--- config.mk ---
export PLATFORM = sky130hd
export DESIGN_NAME = clc_chan_ctrl
export DESIGN_NICKNAME = d
export VERILOG_FILES = /design/src/hdl/clc_pkg.sv /design/src/hdl/clc_chan_ctrl.sv /design/src/hdl/clc_irq_flags.sv
export SDC_FILE = /design/constraint.sdc
export NUM_CORES = 1
export LEC_CHECK = 0
export BUFFER_PORTS_ARGS = -buffer_cell sky130_fd_sc_hd__buf_2
export CORE_UTILIZATION = 38
export DETAILED_ROUTE_END_ITERATION = 8
export GPL_TIMING_DRIVEN = 0
export PLACE_DENSITY = 0.74
export RECOVER_POWER = 100
export SLEW_MARGIN = 5
export SYNTH_ARGS = -nofsm -noshare
export SYNTH_HDL_FRONTEND = slang
export SYNTH_SLANG_ARGS = --single-unit
export TNS_END_PERCENT = 100
--- constraint.sdc ---
create_clock -name clock_i -period 2.7 [get_ports clock_i]
set_clock_uncertainty 0.1 [all_clocks]
set_input_delay 0.81 -clock clock_i [delete_from_list [all_inputs] [get_ports clock_i]]
set_output_delay 0.81 -clock clock_i [all_outputs]
set_load 0.05 [all_outputs]
--- src/hdl/clc_pkg.sv ---
// Constants and carrier types of the cursor layer channel control block
package clc_pkg;

    localparam int          ADDR_W          = 32;
    localparam int          DATA_W          = 32;
    localparam int          NUM_SRC         = 5;

    // Register byte addresses
    localparam logic [31:0] OFS_CHAN_ENABLE  = 32'hf803_8340;
    localparam logic [31:0] OFS_CHAN_DISABLE = 32'hf803_8344;
    localparam logic [31:0] OFS_CHAN_STATUS  = 32'hf803_8348;
    localparam logic [31:0] OFS_IRQ_ENABLE   = 32'hf803_834c;
    localparam logic [31:0] OFS_IRQ_DISABLE  = 32'hf803_8350;
    localparam logic [31:0] OFS_IRQ_MASK     = 32'hf803_8354;
    localparam logic [31:0] OFS_IRQ_STATUS   = 32'hf803_8358;

    // Channel enable and status field positions
    localparam int          BIT_CHAN_ON      = 0;
    localparam int          BIT_ATTR_REFRESH = 1;
    localparam int          BIT_HEAD_QUEUE   = 2;
    // Channel disable field positions
    localparam int          BIT_CHAN_OFF     = 0;
    localparam int          BIT_CHAN_ABORT   = 8;
    // Interrupt source field: bits 2 to 6
    localparam int          BIT_IRQ_LSB      = 2;

    // Reset values
    localparam logic [4:0]  RST_IRQ_MASK     = 5'h0_0;
    localparam logic [4:0]  RST_IRQ_FLAGS    = 5'h0_0;
    localparam logic [31:0] RST_HEAD_PTR     = 32'h0000_0000;
    localparam logic [31:0] RD_ZERO          = 32'h0000_0000;

    // Interrupt sources in field order, lsb is transfer end
    typedef struct packed {
        logic overflow;
        logic end_of_list;
        logic head_loaded;
        logic desc_loaded;
        logic transfer_end;
    } clc_evt_t;

    // Controls driven to the layer DMA
    typedef struct packed {
        logic        chan_enable;
        logic        layer_reset;
        logic        attr_apply;
        logic        head_queue_req;
        logic [31:0] head_ptr;
    } clc_ctl_t;

    typedef enum logic [2:0] {
        CH_OFF      = 3'b001,
        CH_ON       = 3'b010,
        CH_STOPPING = 3'b100
    } clc_chan_t;

endpackage : clc_pkg

--- src/hdl/clc_chan_ctrl.sv ---
// Cursor layer channel control and status register bank
//
// The plain strobed port was chosen for this implementation.
module clc_chan_ctrl
    import clc_pkg::*;
#(
    parameter int ADDR_WIDTH = ADDR_W
)
(
    input  wire logic                  clock_i,
    input  wire logic                  srst_i,
    input  wire logic [ADDR_WIDTH-1:0] addr_i,
    input  wire logic [DATA_W-1:0]     wdata_i,
    input  wire logic                  wr_stb_i,
    input  wire logic                  rd_stb_i,
    output logic      [DATA_W-1:0]     rdata_o,
    input  wire logic                  frame_start_i,
    input  wire logic                  frame_end_i,
    input  wire logic                  head_added_i,
    input  wire logic [31:0]           head_reg_i,
    input  wire clc_evt_t              evt_i,
    output clc_ctl_t                   ctl_o,
    output logic                       irq_o
);

    // Address decode helper
    function automatic logic hit(input logic [ADDR_WIDTH-1:0] a,
                                 input logic [31:0]           ofs);
        hit = (a == ofs[ADDR_WIDTH-1:0]);
    endfunction : hit

    clc_chan_t           chan_q;
    clc_chan_t           chan_d;
    logic                refresh_q;
    logic                queue_q;
    logic [31:0]         head_ptr_q;
    logic                apply_q;
    logic                abort_q;
    logic [DATA_W-1:0]   rdata_q;
    logic [DATA_W-1:0]   rdata_d;
    logic [NUM_SRC-1:0]  mask;
    logic [NUM_SRC-1:0]  flags;
    logic [NUM_SRC-1:0]  irq_bits;

    logic                wr_en_reg;
    logic                wr_dis_reg;
    logic                wr_ien_reg;
    logic                wr_idis_reg;
    logic                rd_isr;
    logic                want_on;
    logic                want_off;
    logic                want_abort;
    logic                want_refresh;
    logic                want_queue;

    assign wr_en_reg    = wr_stb_i && hit(addr_i, OFS_CHAN_ENABLE);
    assign wr_dis_reg   = wr_stb_i && hit(addr_i, OFS_CHAN_DISABLE);
    assign wr_ien_reg   = wr_stb_i && hit(addr_i, OFS_IRQ_ENABLE);
    assign wr_idis_reg  = wr_stb_i && hit(addr_i, OFS_IRQ_DISABLE);
    assign rd_isr       = rd_stb_i && hit(addr_i, OFS_IRQ_STATUS);

    // Zero bits of a command write do nothing
    assign want_on      = wr_en_reg && wdata_i[BIT_CHAN_ON];
    assign want_refresh = wr_en_reg && wdata_i[BIT_ATTR_REFRESH];
    assign want_queue   = wr_en_reg && wdata_i[BIT_HEAD_QUEUE];
    assign want_off     = wr_dis_reg && wdata_i[BIT_CHAN_OFF];
    assign want_abort   = wr_dis_reg && wdata_i[BIT_CHAN_ABORT];

    assign irq_bits = wdata_i[BIT_IRQ_LSB +: NUM_SRC];

    // Channel state: abort beats everything, then disable, then enable
    always_comb begin
        chan_d = chan_q;
        case (chan_q)
            CH_OFF: begin
                if (!want_abort && want_on) begin
                    chan_d = CH_ON;
                end
            end
            CH_ON: begin
                if (want_abort) begin
                    chan_d = CH_OFF;
                end else if (want_off) begin
                    chan_d = CH_STOPPING;
                end
            end
            CH_STOPPING: begin
                if (want_abort || frame_end_i) begin
                    chan_d = CH_OFF;
                end else if (want_on) begin
                    chan_d = CH_ON;
                end
            end
            default: begin
                chan_d = CH_OFF;
            end
        endcase
    end

    always_ff @(posedge clock_i) begin
        if (srst_i) begin
            chan_q <= CH_OFF;
        end else begin
            chan_q <= chan_d;
        end
    end

    // One-cycle layer reset pulse on abort
    always_ff @(posedge clock_i) begin
        if (srst_i) begin
            abort_q <= 1'b0;
        end else begin
            abort_q <= want_abort;
        end
    end

    // Attribute refresh pending until frame start, new request wins
    always_ff @(posedge clock_i) begin
        if (srst_i) begin
            refresh_q <= 1'b0;
        end else if (want_refresh) begin
            refresh_q <= 1'b1;
        end else if (want_abort || frame_start_i) begin
            refresh_q <= 1'b0;
        end
    end

    // Apply pulse at the frame start that consumes the request
    always_ff @(posedge clock_i) begin
        if (srst_i) begin
            apply_q <= 1'b0;
        end else begin
            apply_q <= refresh_q && frame_start_i && !want_abort;
        end
    end

    // Head queue request held until the fetcher adds it
    always_ff @(posedge clock_i) begin
        if (srst_i) begin
            queue_q <= 1'b0;
        end else if (want_queue) begin
            queue_q <= 1'b1;
        end else if (want_abort || head_added_i) begin
            queue_q <= 1'b0;
        end
    end

    // Head address captured with the queue request
    always_ff @(posedge clock_i) begin
        if (srst_i) begin
            head_ptr_q <= RST_HEAD_PTR;
        end else if (want_queue) begin
            head_ptr_q <= head_reg_i;
        end
    end

    clc_irq_flags i_clc_irq_flags (
        .clock_i  (clock_i),
        .srst_i   (srst_i),
        .evt_i    (evt_i),
        .en_wr_i  (wr_ien_reg),
        .dis_wr_i (wr_idis_reg),
        .clr_i    (rd_isr),
        .wbits_i  (irq_bits),
        .mask_o   (mask),
        .flags_o  (flags),
        .irq_o    (irq_o)
    );

    // Read mux; write-only and unmapped addresses read zero
    always_comb begin
        rdata_d = RD_ZERO;
        if (rd_stb_i) begin
            if (hit(addr_i, OFS_CHAN_STATUS)) begin
                rdata_d[BIT_CHAN_ON]      = (chan_q != CH_OFF);
                rdata_d[BIT_ATTR_REFRESH] = refresh_q;
                rdata_d[BIT_HEAD_QUEUE]   = queue_q;
            end else if (hit(addr_i, OFS_IRQ_MASK)) begin
                rdata_d[BIT_IRQ_LSB +: NUM_SRC] = mask;
            end else if (hit(addr_i, OFS_IRQ_STATUS)) begin
                rdata_d[BIT_IRQ_LSB +: NUM_SRC] = flags;
            end
        end
    end

    always_ff @(posedge clock_i) begin
        if (srst_i) begin
            rdata_q <= RD_ZERO;
        end else begin
            rdata_q <= rdata_d;
        end
    end

    assign rdata_o              = rdata_q;
    assign ctl_o.chan_enable    = (chan_q != CH_OFF);
    assign ctl_o.layer_reset    = abort_q;
    assign ctl_o.attr_apply     = apply_q;
    assign ctl_o.head_queue_req = queue_q;
    assign ctl_o.head_ptr       = head_ptr_q;
endmodule : clc_chan_ctrl

--- src/hdl/clc_irq_flags.sv ---
// Interrupt mask, sticky clear-on-read flags and interrupt output
module clc_irq_flags
    import clc_pkg::*;
(
    input  wire logic                 clock_i,
    input  wire logic                 srst_i,
    input  wire clc_evt_t             evt_i,
    input  wire logic                 en_wr_i,
    input  wire logic                 dis_wr_i,
    input  wire logic                 clr_i,
    input  wire logic [NUM_SRC-1:0]   wbits_i,
    output logic      [NUM_SRC-1:0]   mask_o,
    output logic      [NUM_SRC-1:0]   flags_o,
    output logic                      irq_o
);

    logic [NUM_SRC-1:0] mask_q;
    logic [NUM_SRC-1:0] flags_q;
    logic [NUM_SRC-1:0] evt_bits;

    assign evt_bits = evt_i;

    // Mask accumulates enable and disable writes
    always_ff @(posedge clock_i) begin
        if (srst_i) begin
            mask_q <= RST_IRQ_MASK;
        end else if (en_wr_i) begin
            mask_q <= mask_q | wbits_i;
        end else if (dis_wr_i) begin
            mask_q <= mask_q & ~wbits_i;
        end
    end

    // Sticky flags, event wins over read clear
    always_ff @(posedge clock_i) begin
        if (srst_i) begin
            flags_q <= RST_IRQ_FLAGS;
        end else if (clr_i) begin
            flags_q <= evt_bits;
        end else begin
            flags_q <= flags_q | evt_bits;
        end
    end

    assign mask_o  = mask_q;
    assign flags_o = flags_q;
    assign irq_o   = |(flags_q & mask_q);
endmodule : clc_irq_flags

Word level (Yosys, flattened, before mapping)
Index checks and enable logic that the tools add are counted.
{ "op_classes": {"mux": 16, "n_reduce_logical": 25, "bitwise": 7, "eq_ne": 14} }
{ "ops": {"columns": ["op", "count"], "rows": [
  ["equality test 32 bit, second input constant", 7],
  ["2-to-1 mux 5 bit", 5],
  ["2-to-1 mux 3 bit", 5],
  ["logical AND 1 bit", 13],
  ["AND 5 bit", 2],
  ["OR 5 bit", 2],
  ["one-hot mux 3 bit (3 select lines)", 1],
  ["!= test 3 bit, second input constant", 2],
  ["nonzero test 2 bit", 3],
  ["OR reduction 3 bit", 2],
  ["2-to-1 mux 1 bit", 5],
  ["NOT 5 bit", 1],
  ["OR reduction 5 bit", 1],
  ["equality test 3 x 1 -> 1 bit, second input constant", 1],
  ["equality test 3 x 2 -> 1 bit, second input constant", 1],
  ["equality test 3 bit, second input constant", 1],
  ["logical OR 1 bit", 3],
  ["!= test 3 x 1 -> 1 bit, second input constant", 1],
  ["AND reduction 3 bit", 1],
  ["!= test 2 bit, second input constant", 1],
  ["NOT 1 bit", 2],
  ["OR reduction 2 bit", 1],
  ["logical NOT 1 bit", 1]
]} }
{ "word_totals": {"input_bits": 108, "reg_bits": 81, "word_cells": 74, "out_inout_bits": 69} }

Logic depth before layout (Yosys ltp)
{ "depth": {"word_depth": 7, "mapped_depth": 7, "ltp_nobuf": 6} }

By module
From an unflattened synthesis, not the netlist that was laid out.
{ "hier_totals": {"cells_unflattened": 287, "area_unflattened_um2": 2616.3} }
{ "by_module_without_submodules": {"columns": ["mod", "area_each_um2", "n_inst", "cells_per_inst", "seq_area_each_um2"], "rows": [
  ["clc_chan_ctrl", 2220.9, 1, 243, 920.9],
  ["clc_irq_flags", 395.4, 1, 44, 200.2]
]} }

Worst setup path after synthesis
OpenSTA, ideal clock, no wires.
{ "synth_path": {"path_kind": "input-to-reg", "from": "input addr_i[19]", "to": "register chan_q[2]", "slack_ns": 0.159, "setup_time_ns": 0.133, "required_ns": 2.467, "arrival_time_ns": 2.308, "stages": 7, "path_buffers": 2, "cell_sequence": "nor4_1 nand4_1 buf_4 or4_1 buf_2 a22oi_2 nor3_1"} }
{ "synth_via": {"elab_chain_cells": 7, "word_cells_on_any_way": 17, "classes_between": "eq/ne (5); mux (3); reduce/logical (9)"} }
{ "synth_rtl": {"columns": ["element", "line_no", "source"], "rows": [
  ["start: declaration", "clc_chan_ctrl.sv:12", "input wire logic [ADDR_WIDTH-1:0] addr_i,"],
  ["equality test 32 bit", "clc_chan_ctrl.sv:29", "hit = (a == ofs[ADDR_WIDTH-1:0]);"],
  ["logical AND 1 bit", "clc_chan_ctrl.sv:57", "assign wr_dis_reg = wr_stb_i && hit(addr_i, OFS_CHAN_DISABLE);"],
  ["logical AND 1 bit", "clc_chan_ctrl.sv:67", "assign want_abort = wr_dis_reg && wdata_i[BIT_CHAN_ABORT];"],
  ["logical NOT 1 bit", "clc_chan_ctrl.sv:76", "if (!want_abort && want_on) begin"],
  ["logical AND 1 bit", "clc_chan_ctrl.sv:76", null],
  ["!= test 2 bit (no source line)", null, null],
  ["AND reduction 3 bit (no source line)", null, null],
  ["end signal: assignment", "clc_chan_ctrl.sv:104", "chan_q <= chan_d;"],
  ["end: declaration", "clc_chan_ctrl.sv:32", "clc_chan_t chan_q;"]
]} }
Several ways; a longest one is shown, not always the timed one.
A chain may end at the register's enable or synchronous reset.

Worst setup path in the final report
{ "layout_path": {"from": "input addr_i[1]", "to": "register head_ptr_q[25]"} }
{ "layout_via": {"elab_chain_cells": 3} }
{ "layout_rtl": {"columns": ["element", "line_no", "source"], "rows": [
  ["equality test 32 bit", "clc_chan_ctrl.sv:29", null],
  ["logical AND 1 bit", "clc_chan_ctrl.sv:56", "assign wr_en_reg = wr_stb_i && hit(addr_i, OFS_CHAN_ENABLE);"],
  ["logical AND 1 bit", "clc_chan_ctrl.sv:65", "assign want_queue = wr_en_reg && wdata_i[BIT_HEAD_QUEUE];"],
  ["end signal: assignment", "clc_chan_ctrl.sv:153", "head_ptr_q <= head_reg_i;"],
  ["end: declaration", "clc_chan_ctrl.sv:36", "logic [31:0] head_ptr_q;"]
]} }
No other way between the ends.

==> results.yml <==
run_status:
  status: "finished, final reports clean"
yosys:
  ys_ff_latch: 56
  synth_ff_type: "dfxtp_1"
  syn_area_mm2: 0.00266
  yosys.cell_types.count: 42
  seq_area_frac_synth_pct: 42.1
  synth_top_cell_by_area: "dfxtp_1"
  synth_warnings: 0
  synthArstFlopShare_pct: 0
  synth_cells: 279
  syn_avg_cell_area_um2: 9.54
  synth_area_leaders: "dfxtp_1 (42%), mux2i_1 (12%), buf_4 (8.2%)"
  yosysTopAreaCellShare_pct: 42.1
  yosysMostFrequentCell: "dfxtp_1"
  synth-edff-count: 0
  synth_top_cells_by_count: "dfxtp_1 (56), nor2_1 (47), mux2i_1 (33), buf_4 (29), a21oi_1 (11)"
hold_path:
  hold_path_class: "flop to flop"
floorplan:
  die_h_um: 85.7
  pin_count: 177
  core-area_mm2: 0.00679
  dieArea_mm2: 0.00734
  initial_utilization_pct: 39.2
  die_w_um: 85.7
  rows: 30
setup_path:
  crit_path_max_fanout: 10
  cp_slowest_stage_delay_ns: 0.50
  path_class: "input pin to flop"
  start_kind: "input pin"
  worstPathArrival_ns: 2.59
  cp_cell_sequence: "clkbuf_1 -> nor4b_2 -> nand3_1 -> nor4_4 -> buf_4 -> buf_6 -> mux2i_1 -> nor2_1"
  required_ns: 2.76
  endpoint_kind: "flop"
  crit_slowest_cell: "nor4b_2"
sta:
  slew_headroom_pct: 50.1
  fmax_mhz: 397
  grt_setup_unrepaired: "no"
  hold_slack_ns: 0.374
  slew_violations: 0
  setup_violations: 0
  tightestPinTransition_ns: 0.738
  finalCriticalPeriod_ns: 2.52
  timing.final.crit_share_pct: 93.4
  hold_violations: 0
clocking:
  numCtsBuffers: 5
  clockBufferDepth: 2
  cts_tree: "done"
  clkSlewWorstSetupHoldPaths_ns: 0.10
  h-tree-depth: 2
  hold_buffers: 0
  clock_sinks: 56
  clockRootBuffer: "clkbuf_8"
  clk_latency_ns: 0.30
cells_and_area:
  layout-drive-gt1-share_pct: 32.0
  postLayoutCellArea_mm2: 0.00355
  fill_cells: 696
  area_growth_pct: 33.4
  finalNetCount: 545
  post_layout_nonfiller_instances: 534
  num_antenna_cells: 0
  utilization_pct: 52.3
place:
  placed_area_mm2: 0.00350
  place.gp.congestion: 0.827
  place_inst: 524
  port_buffers: 125
  dpl.hpwl_um: 5050
grt:
  overflow: 0
  grt_pass1_wl_um: 10100
  first_global_vias: 2288
  grt_max_degree: 18
  grtUsageTotal_pct: 16.9
  antenna_found_initial: 0
power_and_ir_drop:
  p_leak_nw: 1.53
  power.total_mw: 1.53
  power_density_mw_per_mm2: 432
  worst_ir_drop_vdd_v: 0.000362
routing:
  vias: 2456
  drtAntennaViolNets: 0
  drt_iter0_drc: 57
  dr.pass1.iters: 4
  avgViaCountPerCell: 4.60
  drt-total-wl_um: 6280
  wl_per_cell_um: 11.8
  drcViolationCount: 0
job:
  cap_violations: 0
[path summary, 6_finish.rpt]
kind,cells past startpoint,endpoint,slack (ns),from
min reg2reg,2,rdata_o[1]$_SDFF_PP0_,0.37,refresh_q$_SDFFE_PP0P_
max reg2reg,5,chan_q[1]$_SDFFE_PP0P_,0.95,chan_q[1]$_SDFFE_PP0P_
max,8,head_ptr_q[25]$_SDFFE_PP0P_,0.18,addr_i[1]
min,2,rdata_o[1]$_SDFF_PP0_,0.37,refresh_q$_SDFFE_PP0P_
[placed cells by master, fill, tap and decap left out, drive strengths merged, types with 8 or more instances in the layout]
master	n
buf	117
clkbuf	57
dfxtp	56
nor2	47
mux2i	33
conb	25
a21oi	11
inv	10
nor4	9
a22oi	8
[metrics by stage]
stage          setup slack (ns)  setup TNS, ns
2_1_floorplan             0.159              0
3_3_place_gp             -0.183          -5.53
3_5_place_dp             -0.283          -7.93
4_1_cts                  0.0502              0
5_1_grt                  0.0179              0
6_report                  0.179              0
[per-layer routing]
metal	wire length [um]	part of all wire, %	vias to the layer above	GRT usage (%)
li1	-	-	1242	-
met1	2690	43	1119	20.1
met2	3210	51	91	30.8
met3	328	5.2	4	3.27
met4	52	0.83	0	4.85
met5	0	0	-	0
[cell families after synthesis]
| family | count (synthesis) | share of synthesized area, % |
|---|---|---|
| buf+inv | 50 | 12.1 |
| compound gates | 35 | 9.45 |
| mux | 34 | 12.8 |
| flops | 56 | 42.1 |
| simple gates | 103 | 23.3 |
| other cells | 1 | 0.141 |
[flip-flops by register name, indices dropped and copies added, names as in the netlist, named ones only]
register                 cells
chan_q                       3
head_ptr_q                  32
refresh_q                    1
queue_q                      1
apply_q                      1
rdata_o                      7
i_clc_irq_flags.flags_o      5
abort_q                      1
[critical path: cells and delay by family]
family / cells / cell delay, ns
muxes: 1 / 0.23
buffers and inverters: 3 / 0.49
and+or+nand+nor: 4 / 1.05
[timing repair]
action,in CTS,in global routing
setup buffers,0,2
gates resized for setup,0,1
setup endpoints to repair,0,6
[layout make-up]
class | count | area [um^2] | area share (%)
Inverter | 9 | 33.8 | 0.951
Tap cell | 96 | 120 | 3.38
Buffer | 41 | 289 | 8.14
Sequential cell | 56 | 1120 | 31.6
Clock buffer | 6 | 82.6 | 2.33
Multi-Input combinational cell | 197 | 1310 | 36.9
Clock inverter | 2 | 13.8 | 0.388
Timing Repair Buffer | 127 | 582 | 16.4
[power by group]
part	switching [mW]	total [mW]	internal, mW	leakage (nW)
Sequential	0.00451	0.835	0.831	0.453
Combinational	0.134	0.218	0.0840	1.03
Clock	0.271	0.481	0.211	0.0516
Total	0.409	1.53	1.13	1.53
(Power assumes the default switching activity.)
